$ cat src/common/tmc_pkg.sv
// Constants, field positions and types shared by the dual timer/counter block
package tmc_pkg;

  // Register indices; the byte address on the bus is four times the index
  localparam logic [7:0] IDX_CTRL     = 8'h88;  // timer_control_flags
  localparam logic [7:0] IDX_MODE     = 8'h89;  // timer_mode_select
  localparam logic [7:0] IDX_A_LO     = 8'h8a;
  localparam logic [7:0] IDX_B_LO     = 8'h8b;
  localparam logic [7:0] IDX_A_HI     = 8'h8c;
  localparam logic [7:0] IDX_B_HI     = 8'h8d;
  localparam logic [7:0] IDX_CTRL2    = 8'h91;  // timer_control_second
  localparam logic [7:0] IDX_A_RLO    = 8'h92;
  localparam logic [7:0] IDX_B_RLO    = 8'h93;
  localparam logic [7:0] IDX_A_RHI    = 8'h94;
  localparam logic [7:0] IDX_B_RHI    = 8'h95;
  localparam logic [7:0] IDX_DIV      = 8'h96;  // shared_clock_divider
  localparam logic [7:0] IDX_SOFT     = 8'h97;  // software count inputs

  // Control register bit positions
  localparam int CTRL_TF_B  = 7;
  localparam int CTRL_RUN_B = 6;
  localparam int CTRL_TF_A  = 5;
  localparam int CTRL_RUN_A = 4;
  localparam int CTRL_IE_B  = 3;
  localparam int CTRL_IT_B  = 2;
  localparam int CTRL_IE_A  = 1;
  localparam int CTRL_IT_A  = 0;

  // Mode register bit positions
  localparam int MODE_GATE_B = 7;
  localparam int MODE_CT_B   = 6;
  localparam int MODE_M_B    = 4;
  localparam int MODE_GATE_A = 3;
  localparam int MODE_CT_A   = 2;
  localparam int MODE_M_A    = 0;

  // Software count register bit positions
  localparam int SOFT_PIN_A = 0;
  localparam int SOFT_PIN_B = 1;
  localparam int SOFT_SEL   = 2;

  // Reset values
  localparam logic [7:0] CTRL_RST   = 8'h00;
  localparam logic [7:0] MODE_RST   = 8'h00;
  localparam logic [7:0] COUNT_RST  = 8'h00;
  localparam logic [7:0] RELOAD_RST = 8'h00;
  localparam logic [5:0] PSC_RST    = 6'h24;  // Both widths 100b, 5 active bits
  localparam logic [3:0] DIV_RST    = 4'h0;   // Divide by one
  localparam logic [2:0] SOFT_RST   = 3'h7;

  // Operating modes, in the order of the two mode bits
  typedef enum logic [1:0] {
    TMC_MODE_VAR,
    TMC_MODE_AR16,
    TMC_MODE_AR8,
    TMC_MODE_SPLIT
  } tmc_mode_t;

endpackage

$ cat src/common/tmc_tick_if.sv
// Shared prescale ratio and tick between the divider and the timer core
`timescale 1ns/100ps
interface tmc_tick_if;
  logic [3:0] div;   // Ratio minus one
  logic       tick;  // One-cycle enable
  modport src (input div, output tick);
  modport dst (output div, input tick);
endinterface // tmc_tick_if

$ cat src/rtl/tmc_div.sv
// Shared clock divider producing the timer tick enable
`timescale 1ns/100ps
module tmc_div (
  // Clock and reset
  input  wire logic pclk,
  input  wire logic presetn,
  // Ratio in, tick out
  tmc_tick_if.src   tk
);

  logic [3:0] cnt_r;
  logic       at_end;

  // Tick on the last count of each period of div+1 cycles
  assign at_end  = (cnt_r >= tk.div);
  assign tk.tick = at_end;

  // Restart the period after the tick
  always_ff @(posedge pclk or negedge presetn) begin
    if (!presetn) begin
      cnt_r <= 4'h0;
    end else begin
      cnt_r <= at_end ? 4'h0 : cnt_r + 4'h1;
    end
  end

endmodule // tmc_div

$ cat src/rtl/tmc_fall.sv
// Pin sampler with one-cycle falling transition detect
`timescale 1ns/100ps
module tmc_fall (
  // Clock and reset
  input  wire logic pclk,
  input  wire logic presetn,
  // Pin and results
  input  wire logic din,
  output logic      level,
  output logic      fall
);

  logic smp_r;
  logic prev_r;

  // Sample every cycle and keep the previous sample
  always_ff @(posedge pclk or negedge presetn) begin
    if (!presetn) begin
      smp_r  <= 1'b1;
      prev_r <= 1'b1;
    end else begin
      smp_r  <= din;
      prev_r <= smp_r;
    end
  end

  // High sample followed by a low sample
  assign level = smp_r;
  assign fall  = prev_r & ~smp_r;

endmodule // tmc_fall

$ cat src/rtl/tmc_top.sv
// Dual 16-bit timer/counter with four modes behind an APB register slave
//
// Contract
// - Timer ticks share one divider, ratio 1-16
// - Counter samples pin, counts high-then-low pairs
// - Incremented count visible one cycle after detect
// - Software bits may replace count pins
// - Function bit picks clock or pin
// - Two mode bits per unit select mode
// - Variable mode: 8-bit high, 1-8-bit prescaler
// - Default width thirteen bits, upper low ignored
// - Rollover to zero sets overflow flag
// - Count only when run and gate allow; split A high needs B run only
// - Run bit never clears the count
// - 16-bit mode reloads from pair, flags
// - Reload pairs reset to zero
// - 8-bit mode reloads low from high
// - Reload pair is free storage otherwise
// - Unit B in split mode holds count
// - Split: A high counts using B controls
// - B runs without its flag during split
// - Flags set on overflow, cleared on vectoring
// - External edge flags and type bits
// - Prescaler bits equal field plus one
`timescale 1ns/100ps
module tmc_top (
  // Clock and reset
  input  wire logic        pclk,
  input  wire logic        presetn,
  // APB slave
  input  wire logic        psel,
  input  wire logic        penable,
  input  wire logic        pwrite,
  input  wire logic [9:0]  paddr,
  input  wire logic [31:0] pwdata,
  output logic [31:0]      prdata,
  output logic             pready,
  output logic             pslverr,
  // External count and gate pins
  input  wire logic        count_pin_a,
  input  wire logic        count_pin_b,
  input  wire logic        gate_pin_a,
  input  wire logic        gate_pin_b,
  // Vectoring acknowledges from the interrupt controller
  input  wire logic        unit_a_vector_ack,
  input  wire logic        unit_b_vector_ack,
  input  wire logic        ext_a_vector_ack,
  input  wire logic        ext_b_vector_ack,
  // Flags and baud source
  output logic             unit_a_overflow_flag,
  output logic             unit_b_overflow_flag,
  output logic             ext_irq_a_edge_flag,
  output logic             ext_irq_b_edge_flag,
  output logic             unit_b_rollover
);

  // Count, reload and configuration storage
  logic [7:0] lo_a_r, hi_a_r, lo_b_r, hi_b_r;
  logic [7:0] rlo_a_r, rhi_a_r, rlo_b_r, rhi_b_r;
  logic [7:0] mode_r;
  logic [5:0] psc_r;
  logic [3:0] div_r;
  logic [2:0] soft_r;
  logic       tf_a_r, tf_b_r, run_a_r, run_b_r;
  logic       ie_a_r, ie_b_r, it_a_r, it_b_r;
  logic       roll_b_r;
  logic [31:0] prdata_r;

  // Next values
  logic [7:0] lo_a_nxt, hi_a_nxt, lo_b_nxt, hi_b_nxt;
  logic       tf_a_nxt, tf_b_nxt, ie_a_nxt, ie_b_nxt;

  // One counting step: returns {overflow, high, low}
  function automatic logic [16:0] tmc_step(input tmc_pkg::tmc_mode_t m,
                                           input logic [2:0] prescale_width_field,
                                           input logic [7:0] hi,
                                           input logic [7:0] lo,
                                           input logic [7:0] rhi,
                                           input logic [7:0] rlo);
    logic [7:0] mask;
    logic [7:0] act;
    logic [16:0] res;
    mask = 8'hff >> (3'd7 - prescale_width_field);
    act  = lo & mask;
    res  = {1'b0, hi, lo};
    unique case (m)
      tmc_pkg::TMC_MODE_VAR: begin
        if (act == mask) begin
          // bits above the mask kept, not counted
          res = {(hi == 8'hff), hi + 8'h01, lo & ~mask};
        end else begin
          res = {1'b0, hi, (lo & ~mask) | ((act + 8'h01) & mask)};
        end
      end
      tmc_pkg::TMC_MODE_AR16: begin
        if ({hi, lo} == 16'hffff) begin
          res = {1'b1, rhi, rlo};
        end else begin
          res = {1'b0, {hi, lo} + 16'h0001};
        end
      end
      tmc_pkg::TMC_MODE_AR8: begin
        res = (lo == 8'hff) ? {1'b1, hi, hi} : {1'b0, hi, lo + 8'h01};
      end
      // Split: only the low byte is stepped here
      tmc_pkg::TMC_MODE_SPLIT: begin
        res = {(lo == 8'hff), hi, lo + 8'h01};
      end
    endcase
    return res;
  endfunction

  // Shared divider through the tick interface
  tmc_tick_if tick_bus ();
  assign tick_bus.div = div_r;

  tmc_div u_div (
    .pclk    (pclk),
    .presetn (presetn),
    .tk      (tick_bus.src)
  );

  // Mode decode
  tmc_pkg::tmc_mode_t mode_a;
  tmc_pkg::tmc_mode_t mode_b;
  assign mode_a = tmc_pkg::tmc_mode_t'(mode_r[tmc_pkg::MODE_M_A +: 2]);
  assign mode_b = tmc_pkg::tmc_mode_t'(mode_r[tmc_pkg::MODE_M_B +: 2]);

  // Count input selection
  logic cnt_in_a, cnt_in_b;
  // software bits stand in for pins
  assign cnt_in_a = soft_r[tmc_pkg::SOFT_SEL] ? soft_r[tmc_pkg::SOFT_PIN_A] : count_pin_a;
  assign cnt_in_b = soft_r[tmc_pkg::SOFT_SEL] ? soft_r[tmc_pkg::SOFT_PIN_B] : count_pin_b;

  // Pin samplers; a pulse shorter than a cycle may be missed
  logic cfall_a, cfall_b, gfall_a, gfall_b, glvl_a, glvl_b;

  tmc_fall u_cnt_a (
    .pclk    (pclk),
    .presetn (presetn),
    .din     (cnt_in_a),
    .level   (),
    .fall    (cfall_a)
  );

  tmc_fall u_cnt_b (
    .pclk    (pclk),
    .presetn (presetn),
    .din     (cnt_in_b),
    .level   (),
    .fall    (cfall_b)
  );

  tmc_fall u_gate_a (
    .pclk    (pclk),
    .presetn (presetn),
    .din     (gate_pin_a),
    .level   (glvl_a),
    .fall    (gfall_a)
  );

  tmc_fall u_gate_b (
    .pclk    (pclk),
    .presetn (presetn),
    .din     (gate_pin_b),
    .level   (glvl_b),
    .fall    (gfall_b)
  );

  // Count enables
  logic en_a, en_b, inc_a, inc_b, inc_ah, split_a;
  assign split_a = (mode_a == tmc_pkg::TMC_MODE_SPLIT);
  assign en_a = run_a_r & (~mode_r[tmc_pkg::MODE_GATE_A] | glvl_a);
  assign en_b = run_b_r & (~mode_r[tmc_pkg::MODE_GATE_B] | glvl_b)
              & (mode_b != tmc_pkg::TMC_MODE_SPLIT);
  assign inc_a = en_a & (mode_r[tmc_pkg::MODE_CT_A] ? cfall_a : tick_bus.tick);
  assign inc_b = en_b & (mode_r[tmc_pkg::MODE_CT_B] ? cfall_b : tick_bus.tick);
  // A high byte on B run
  assign inc_ah = split_a & run_b_r & tick_bus.tick;

  // Counting steps; reload pairs feed only the 16-bit mode
  logic [16:0] step_a, step_b;
  // pair read only by 16-bit mode
  assign step_a = tmc_step(mode_a, psc_r[2:0], hi_a_r, lo_a_r, rhi_a_r, rlo_a_r);
  assign step_b = tmc_step(mode_b, psc_r[5:3], hi_b_r, lo_b_r, rhi_b_r, rlo_b_r);

  // Overflow events
  logic set_tf_a, set_tf_b, ovf_b;
  assign set_tf_a = inc_a & step_a[16];
  assign ovf_b    = inc_b & step_b[16];
  // B loses its flag in split
  assign set_tf_b = split_a ? (inc_ah & (hi_a_r == 8'hff)) : ovf_b;

  // APB decode
  logic [7:0] idx;
  logic       acc, wr, setup, hit;
  logic [7:0] wb;
  logic [7:0] rd_byte;
  assign idx   = paddr[9:2];
  assign acc   = psel & penable;
  assign wr    = acc & pwrite;
  assign setup = psel & ~penable;
  assign wb    = pwdata[7:0];

  logic wr_ctrl, wr_mode, wr_lo_a, wr_lo_b, wr_hi_a, wr_hi_b;
  assign wr_ctrl = wr & (idx == tmc_pkg::IDX_CTRL);
  assign wr_mode = wr & (idx == tmc_pkg::IDX_MODE);
  assign wr_lo_a = wr & (idx == tmc_pkg::IDX_A_LO);
  assign wr_lo_b = wr & (idx == tmc_pkg::IDX_B_LO);
  assign wr_hi_a = wr & (idx == tmc_pkg::IDX_A_HI);
  assign wr_hi_b = wr & (idx == tmc_pkg::IDX_B_HI);

  // Read mux and address map
  always_comb begin
    hit     = 1'b1;
    rd_byte = 8'h00;
    case (idx)
      tmc_pkg::IDX_CTRL:  rd_byte = {tf_b_r, run_b_r, tf_a_r, run_a_r,
                                     ie_b_r, it_b_r, ie_a_r, it_a_r};
      tmc_pkg::IDX_MODE:  rd_byte = mode_r;
      tmc_pkg::IDX_A_LO:  rd_byte = lo_a_r;
      tmc_pkg::IDX_B_LO:  rd_byte = lo_b_r;
      tmc_pkg::IDX_A_HI:  rd_byte = hi_a_r;
      tmc_pkg::IDX_B_HI:  rd_byte = hi_b_r;
      tmc_pkg::IDX_CTRL2: rd_byte = {2'b00, psc_r};
      tmc_pkg::IDX_A_RLO: rd_byte = rlo_a_r;
      tmc_pkg::IDX_B_RLO: rd_byte = rlo_b_r;
      tmc_pkg::IDX_A_RHI: rd_byte = rhi_a_r;
      tmc_pkg::IDX_B_RHI: rd_byte = rhi_b_r;
      tmc_pkg::IDX_DIV:   rd_byte = {4'h0, div_r};
      tmc_pkg::IDX_SOFT:  rd_byte = {5'h00, soft_r};
      default:            hit = 1'b0;
    endcase
  end

  // Zero wait states; unmapped addresses answer with an error
  assign pready  = 1'b1;
  assign pslverr = acc & ~hit;
  assign prdata  = prdata_r;

  // Next count values; a bus write to a byte wins over counting
  always_comb begin
    lo_a_nxt = inc_a ? step_a[7:0] : lo_a_r;
    lo_b_nxt = inc_b ? step_b[7:0] : lo_b_r;
    hi_b_nxt = inc_b ? step_b[15:8] : hi_b_r;
    if (split_a) begin
      hi_a_nxt = inc_ah ? hi_a_r + 8'h01 : hi_a_r;
    end else begin
      hi_a_nxt = inc_a ? step_a[15:8] : hi_a_r;
    end
    if (wr_lo_a) begin
      lo_a_nxt = wb;
    end
    if (wr_lo_b) begin
      lo_b_nxt = wb;
    end
    if (wr_hi_a) begin
      hi_a_nxt = wb;
    end
    if (wr_hi_b) begin
      hi_b_nxt = wb;
    end
  end

  // Flag next values
  always_comb begin
    tf_a_nxt = wr_ctrl ? wb[tmc_pkg::CTRL_TF_A] : tf_a_r & ~unit_a_vector_ack;
    tf_b_nxt = wr_ctrl ? wb[tmc_pkg::CTRL_TF_B] : tf_b_r & ~unit_b_vector_ack;
    tf_a_nxt = tf_a_nxt | set_tf_a;
    tf_b_nxt = tf_b_nxt | set_tf_b;
    if (it_a_r) begin
      ie_a_nxt = (wr_ctrl ? wb[tmc_pkg::CTRL_IE_A] : ie_a_r & ~ext_a_vector_ack) | gfall_a;
    end else begin
      ie_a_nxt = ~glvl_a;
    end
    if (it_b_r) begin
      ie_b_nxt = (wr_ctrl ? wb[tmc_pkg::CTRL_IE_B] : ie_b_r & ~ext_b_vector_ack) | gfall_b;
    end else begin
      ie_b_nxt = ~glvl_b;
    end
  end

  // count lands the cycle after detect
  always_ff @(posedge pclk or negedge presetn) begin
    if (!presetn) begin
      lo_a_r <= tmc_pkg::COUNT_RST;
      hi_a_r <= tmc_pkg::COUNT_RST;
      lo_b_r <= tmc_pkg::COUNT_RST;
      hi_b_r <= tmc_pkg::COUNT_RST;
    end else begin
      lo_a_r <= lo_a_nxt;
      hi_a_r <= hi_a_nxt;
      lo_b_r <= lo_b_nxt;
      hi_b_r <= hi_b_nxt;
    end
  end

  // Control register; run bits touch only themselves
  always_ff @(posedge pclk or negedge presetn) begin
    if (!presetn) begin
      {tf_b_r, run_b_r, tf_a_r, run_a_r} <= tmc_pkg::CTRL_RST[7:4];
      {ie_b_r, it_b_r, ie_a_r, it_a_r}   <= tmc_pkg::CTRL_RST[3:0];
    end else begin
      tf_a_r <= tf_a_nxt;
      tf_b_r <= tf_b_nxt;
      ie_a_r <= ie_a_nxt;
      ie_b_r <= ie_b_nxt;
      if (wr_ctrl) begin
        run_a_r <= wb[tmc_pkg::CTRL_RUN_A];
        run_b_r <= wb[tmc_pkg::CTRL_RUN_B];
        it_a_r  <= wb[tmc_pkg::CTRL_IT_A];
        it_b_r  <= wb[tmc_pkg::CTRL_IT_B];
      end
    end
  end

  always_ff @(posedge pclk or negedge presetn) begin
    if (!presetn) begin
      rlo_a_r <= tmc_pkg::RELOAD_RST;
      rhi_a_r <= tmc_pkg::RELOAD_RST;
      rlo_b_r <= tmc_pkg::RELOAD_RST;
      rhi_b_r <= tmc_pkg::RELOAD_RST;
    end else if (wr) begin
      if (idx == tmc_pkg::IDX_A_RLO) rlo_a_r <= wb;
      if (idx == tmc_pkg::IDX_A_RHI) rhi_a_r <= wb;
      if (idx == tmc_pkg::IDX_B_RLO) rlo_b_r <= wb;
      if (idx == tmc_pkg::IDX_B_RHI) rhi_b_r <= wb;
    end
  end

  // Mode, prescale width, divider and software pins
  always_ff @(posedge pclk or negedge presetn) begin
    if (!presetn) begin
      mode_r <= tmc_pkg::MODE_RST;
      psc_r  <= tmc_pkg::PSC_RST;
      div_r  <= tmc_pkg::DIV_RST;
      soft_r <= tmc_pkg::SOFT_RST;
    end else begin
      if (wr_mode) mode_r <= wb;
      if (wr & (idx == tmc_pkg::IDX_CTRL2)) psc_r <= wb[5:0];
      if (wr & (idx == tmc_pkg::IDX_DIV)) div_r <= wb[3:0];
      if (wr & (idx == tmc_pkg::IDX_SOFT)) soft_r <= wb[2:0];
    end
  end

  // Read data captured in the setup phase; baud pulse registered
  always_ff @(posedge pclk or negedge presetn) begin
    if (!presetn) begin
      prdata_r <= 32'h0000_0000;
      roll_b_r <= 1'b0;
    end else begin
      if (setup & ~pwrite) prdata_r <= {24'h00_0000, rd_byte};
      roll_b_r <= ovf_b;
    end
  end

  // Flag outputs straight from the registers
  assign unit_a_overflow_flag = tf_a_r;
  assign unit_b_overflow_flag = tf_b_r;
  assign ext_irq_a_edge_flag  = ie_a_r;
  assign ext_irq_b_edge_flag  = ie_b_r;
  assign unit_b_rollover      = roll_b_r;

endmodule // tmc_top

$ cat config.mk
export PLATFORM = sky130hd
export DESIGN_NAME = tmc_top
export DESIGN_NICKNAME = d
export VERILOG_FILES = /design/src/common/tmc_pkg.sv /design/src/common/tmc_tick_if.sv /design/src/rtl/tmc_div.sv /design/src/rtl/tmc_fall.sv /design/src/rtl/tmc_top.sv
export SDC_FILE = /design/constraint.sdc
export NUM_CORES = 1
export LEC_CHECK = 0
export BUFFER_PORTS_ARGS = -buffer_cell sky130_fd_sc_hd__buf_2
export CELL_PAD_IN_SITES_DETAIL_PLACEMENT = 0
export CELL_PAD_IN_SITES_GLOBAL_PLACEMENT = 1
export CORE_AREA = 2 2 187 97
export CTS_CLUSTER_SIZE = 8
export DETAILED_ROUTE_END_ITERATION = 6
export DIE_AREA = 0 0 189 99
export PLACE_DENSITY = 0.95
export SLEW_MARGIN = 20
export SYNTH_ARGS = -nofsm -noshare
export SYNTH_HDL_FRONTEND = slang
export SYNTH_SLANG_ARGS = --single-unit
export TNS_END_PERCENT = 30
$ cat constraint.sdc
create_clock -name pclk -period 3.7 [get_ports pclk]
set_input_delay 0 -clock pclk [delete_from_list [all_inputs] [get_ports pclk]]
set_output_delay 0 -clock pclk [all_outputs]
set_load 0.01 [all_outputs]
[Yosys cells after proc, flatten, opt, wreduce, memory -nomap -nowiden]
Cells that the tools add are included.
Word-level totals
  bits in registers: 114
  bits of input ports: 55
  output and inout port bits: 39
  word-level logic and storage cells: 185
Operators by class
  add/sub/neg operators: 11
  $lt $le $gt $ge: 1
  eq/ne operators: 34
  shifts and indexed selects: 2
  multiplexer cells: 32
  bitwise operators: 61
  reduce and logical (&&, ||, !) cells: 13
Operators by type and width (number)
  8-bit == test (second input constant): 17
  17-bit one-hot mux with 4 select lines: 2
  8-bit one-hot mux with 13 select lines: 1
  17-bit 2-to-1 mux: 6
  8-bit 2-to-1 mux: 10
  8-bit by 1-bit adder with 8-bit output (second input constant): 6
  8-bit bitwise AND: 6
  16-bit by 1-bit adder with 16-bit output (second input constant): 2
  1-bit bitwise AND: 32
  16-bit == test (second input constant): 2
  8-bit == test: 2
  8-bit NOT: 2
  8-bit OR: 2
  8-bit by 3-bit >> shifter with 8-bit output (first input constant): 2
  1-bit NOT: 13
  13-bit OR reduction: 1
  1-bit 2-to-1 mux: 12
  2-bit == test (second input constant): 4
  2-bit AND reduction: 4
  4-bit AND reduction: 2
  2-bit inequality test (second input constant): 3
  3-bit inequality test (second input constant): 2
  1-bit OR: 6
  2-bit nonzero test: 3
  other kinds (9): 12

[Longest topological paths before layout]
  depth in word-level cells: 11
  gate-level depth with buffers: 10

[Modules after synthesis]
From an unflattened synthesis, not the netlist that was laid out.
Second synthesis, totals
  cell total of the unflattened synthesis: 961
  area total of the unflattened synthesis: 8409.3 sq um
By module, submodules not included
  tmc_top: instances 1, cells an instance 922, area an instance 7860.0 sq um, sequential area each 2558.7 sq um
  tmc_div: instances 1, cells an instance 27, area an instance 284.0 sq um, sequential area each 100.1 sq um
  tmc_fall: instances 4, cells an instance 3, area an instance 66.3 sq um, sequential area each 52.6 sq um

[Worst setup path before layout]
OpenSTA, ideal clock, no wires.
  path type: reg-to-reg
  start point: register u_div.cnt_r[0]
  end point: register hi_a_r[0]
  library setup time: 0.123 ns
  arrival time: 2.208 ns
  data required time: 3.577 ns
  slack: 1.369 ns
  stages on the path, launching flop included: 10
  path buffers: 0
  cell sequence: dfrtp_1 inv_1 ha_1 nand2b_1 a2111oi_2 a21oi_1 a21oi_2 o22a_1 nand2_1 o221a_2
On the way
  longest elaborated chain between the ends: 5
  elaborated cells on any way between the ends: 7
RTL lines
  start, declared: line tmc_div.sv:11  | logic [3:0] cnt_r;
  start signal, assigned: line tmc_div.sv:23  | cnt_r <= at_end ? 4'h0 : cnt_r + 4'h1;
  4-bit >= comparator *: line tmc_div.sv:15  | assign at_end = (cnt_r >= tk.div);
  1-bit 2-to-1 mux: line tmc_top.sv:176  | assign inc_a = en_a & (mode_r[tmc_pkg::MODE_CT_A] ? cfall_a : tick_bus.tick);
  1-bit bitwise AND: line tmc_top.sv:176
  3-bit nonzero test (no source line)
  4-bit AND reduction (no source line) *
  end signal, assigned: line tmc_top.sv:287  | hi_a_r <= tmc_pkg::COUNT_RST;
  end signal, assigned: line tmc_top.sv:292  | hi_a_r <= hi_a_nxt;
  end, declared: line tmc_top.sv:58  | logic [7:0] lo_a_r, hi_a_r, lo_b_r, hi_b_r;
Every way passes the cells marked *; elsewhere a longest branch is shown, timed or not.
A chain may end at the register's enable or synchronous reset.

[Worst setup path in the final report]
  start point: register u_div.cnt_r[0]
  end point: register hi_b_r[7]
On the way
  longest elaborated chain between the ends: 5
RTL lines
  4-bit >= comparator: line tmc_div.sv:15
  1-bit 2-to-1 mux: line tmc_top.sv:177  | assign inc_b = en_b & (mode_r[tmc_pkg::MODE_CT_B] ? cfall_b : tick_bus.tick);
  1-bit bitwise AND: line tmc_top.sv:177
  2-bit nonzero test (no source line)
  4-bit AND reduction (no source line)
  end signal, assigned: line tmc_top.sv:289  | hi_b_r <= tmc_pkg::COUNT_RST;
  end signal, assigned: line tmc_top.sv:294  | hi_b_r <= hi_b_nxt;
  end, declared: line tmc_top.sv:58
No other way between the ends.

==> flow_metrics.env <==
export IMPL_antenna_cells=0
export IMPL_ys_ff_latch=114
export IMPL_multiInputGateArea_um2=4920
export IMPL_routed_wirelength_mm=31.3
export IMPL_r2r_slack_ns=0.50
export IMPL_hold_path_class="input pin to flip-flop"
export IMPL_antenna_found_initial=0
export IMPL_maxSlewViolCount=0
export IMPL_clkLatencyLatePin_ns=0.43
export IMPL_finish_utilization_pct=54.3
export IMPL_die_h_um=99
export IMPL_cp_data_required_time_ns=4.00
export IMPL_regArea_um2=2870
export IMPL_nFillCells=1579
export IMPL_worst_slew_pin_slew_ns=1.15
export IMPL_syn_area_um2=8290
export IMPL_ios=94
export IMPL_cts_tree="done"
export IMPL_yosysSeqAreaShare_pct=34.6
export IMPL_synthTopCellsByArea="dfrtp_1 30%, mux2_2 7.6%, nand2_1 4.3%"
export IMPL_clock_sink_count=114
export IMPL_setup_viol=0
export IMPL_drive_above_1_share_pct=18.7
export IMPL_firstDrtPassIters=6
export IMPL_cp_max_fo=13
export IMPL_final_hold_viol_count=0
export IMPL_start_util_pct=48.6
export IMPL_final_setup_worst_slack_ns=0.503
export IMPL_max_freq_mhz=313
export IMPL_gr_total_overflow=0
export IMPL_core_um2=17100
export IMPL_cp_slowest_cell="a21oi_1"
export IMPL_cts_made_buffers=17
export IMPL_yosysMostFrequentCell="dfrtp_1"
export IMPL_area_growth_pct=11.8
export IMPL_postSynthCellCount=976
export IMPL_end_kind="flip-flop"
export IMPL_fin_crit_ns=3.20
export IMPL_dp_hpwl_mm=22.7
export IMPL_post_cts_setup_buffers=0
export IMPL_holdCritStartpoint="pwdata[5]"
export IMPL_maxCapViolCount=0
export IMPL_synth_edff_count=0
export IMPL_critPathLaunchType="flip-flop"
export IMPL_grt_pass1_wl_mm=46.8
export IMPL_die_x_um=189
export IMPL_p_leak_nw=3.89
export IMPL_htreeDepth=4
export IMPL_pre_cts_ws_ns=0.752
export IMPL_vias=8399
export IMPL_total_power_mw=3.91
export IMPL_avgSynthCellArea_um2=8.49
export IMPL_path_cells="inv_1, ha_1, nand2b_1, a2111oi_2, a21oi_1, a21oi_1, a21oi_2, nor3b_1, o21ai_1"
export IMPL_worstReg2RegStart="u_div.cnt_r[0]"
export IMPL_synthTopCellsByCount="101 x dfrtp_1, 95 x nand2_1, 72 x nor2_1"
export IMPL_vias_per_cell=6.77
export IMPL_final_cell_area_um2=9260
export IMPL_rows=34
export IMPL_run_status="finished clean"
export IMPL_ant_nets=0
export IMPL_placedInstanceArea_um2=8530
export IMPL_p_per_area_nw_per_um2=422
export IMPL_port_buffers=42
export IMPL_rsz0062_at_grt="false"
export IMPL_drc=0
export IMPL_ys_flop_type="dfrtp_1"
export IMPL_rr_worst_depth=9
export IMPL_worstReg2RegEnd="hi_b_r[7]"
export IMPL_layout_nets=1059
export IMPL_yosysTopAreaCellShare_pct=30.5
export IMPL_relSlewSlack_pct=23.6
export IMPL_worst_ir_drop_vdd_mv=0.343
export IMPL_grt_max_degree=71
export IMPL_fin_crit_sh_pct=86.4
export IMPL_finClkSkew_ns=0.0124
export IMPL_critPathTopFamily="compound AO/OA/AOI/OAI gates"
export IMPL_die_area_um2=18700
export IMPL_yosysWarnings=0
export IMPL_finalSetupTns_ns=0
export IMPL_critPathArrivalTime_ns=3.50
export IMPL_ys_types=81
export IMPL_drtIter0Drc=1401
export IMPL_whs_path_depth=3
export IMPL_clk_path_buf_depth=2
export IMPL_cp_depth=9
export IMPL_grt_pass1_vias=7454
export IMPL_synthArstFlopShare_pct=100
export IMPL_cp_startpoint="u_div.cnt_r[0]"
export IMPL_ctsRootBufferMaster="clkbuf_16"
export IMPL_wl_per_cell_um=25.2
export IMPL_path_class="flip-flop to flip-flop"
export IMPL_crit_top_cell="a21oi_1"
export IMPL_grt_usage_pct=33.7
export IMPL_slowest_delay_ns=0.87
export IMPL_clkTransAtPathRegs_ns=0.06
export IMPL_worst_path_buf_inv=1
export IMPL_routabilityCongestion=0.975
export IMPL_synth_top_cell_by_area="dfrtp_1"
## layout make-up
class,instances,area share [%]
well taps,234,3.16
inverters,24,0.972
clock buffers,23,4.94
multi-input cells,760,53.1
clock inverters,9,1.42
flip-flops and latches,114,31.0
repair buffers,76,5.43
## per-layer routing
metal | share of wire, % | GRT usage (%) | vias up
li1 | - | - | 3635
met1 | 45 | 53.4 | 4038
met2 | 35 | 38.7 | 677
met3 | 18 | 17.0 | 47
met4 | 1.1 | 6.01 | 2
met5 | 0.21 | 2.56 | -
## timing repair
item                                   in CTS  in global routing
gates resized for setup                     0                  0
hold buffers                               14                  0
endpoints found under the hold margin      77                  0
## metrics by stage
stage / cells / hold WS [ns]
6_report: 1240 / 0.0179
5_1_grt: 1240 / 0.0537
4_1_cts: 1240 / 0.00141
3_5_place_dp: 1194 / 0.107
3_3_place_gp: 1194 / 0.105
2_1_floorplan: 999 / -0.296
## worst max-delay path by stage
stage / endpoint
global route: hi_b_r[7]
floorplan: hi_a_r[0]
CTS: hi_b_r[7]
finish: hi_b_r[7]
global placement: hi_a_r[2]
detailed placement: hi_b_r[7]
## placed cells by master (no fill, tap or decap), types with 25 or more instances in the layout
cell type,synthesis,final
dfrtp_1,101,101
nand2_1,95,95
nor2_1,72,72
a21oi_1,64,64
o21ai_0,61,61
mux2_2,56,56
nand3_1,42,42
buf_2,25,41
and3_1,25,25
conb_1,2,25
## power by group
group | leakage [nW] | total (mW) | switching, mW | internal (mW)
registers | 1.39 | 1.49 | 0.155 | 1.34
clock network | 0.277 | 1.70 | 0.621 | 1.07
logic | 2.22 | 0.718 | 0.443 | 0.275
total | 3.89 | 3.91 | 1.22 | 2.69
## cells by family (layout without fill, tap and decap cells)
group           count (synthesis)  after routing  share of synthesized area [%]
compound gates                301            301                           24.8
simple gates                  334            334                           20.3
xor+xnor                       20             20                           2.11
fa+ha+maj                      11             11                           1.66
flops                         114            114                           34.6
other cells                     2             25                         0.0906
mux                            69             69                           9.18
buf+inv                       125            132                           7.28
## worst reg2reg max path, stage by stage, from the launching register on
cell and delay [ns]:
dfrtp_1 0.40, inv_1 0.07, ha_1 0.26, nand2b_1 0.12, a2111oi_2 0.07, a21oi_1 0.87, a21oi_1 0.35, a21oi_2 0.53
nor3b_1 0.28, o21ai_1 0.10
Power figures use the tool's default switching activity.
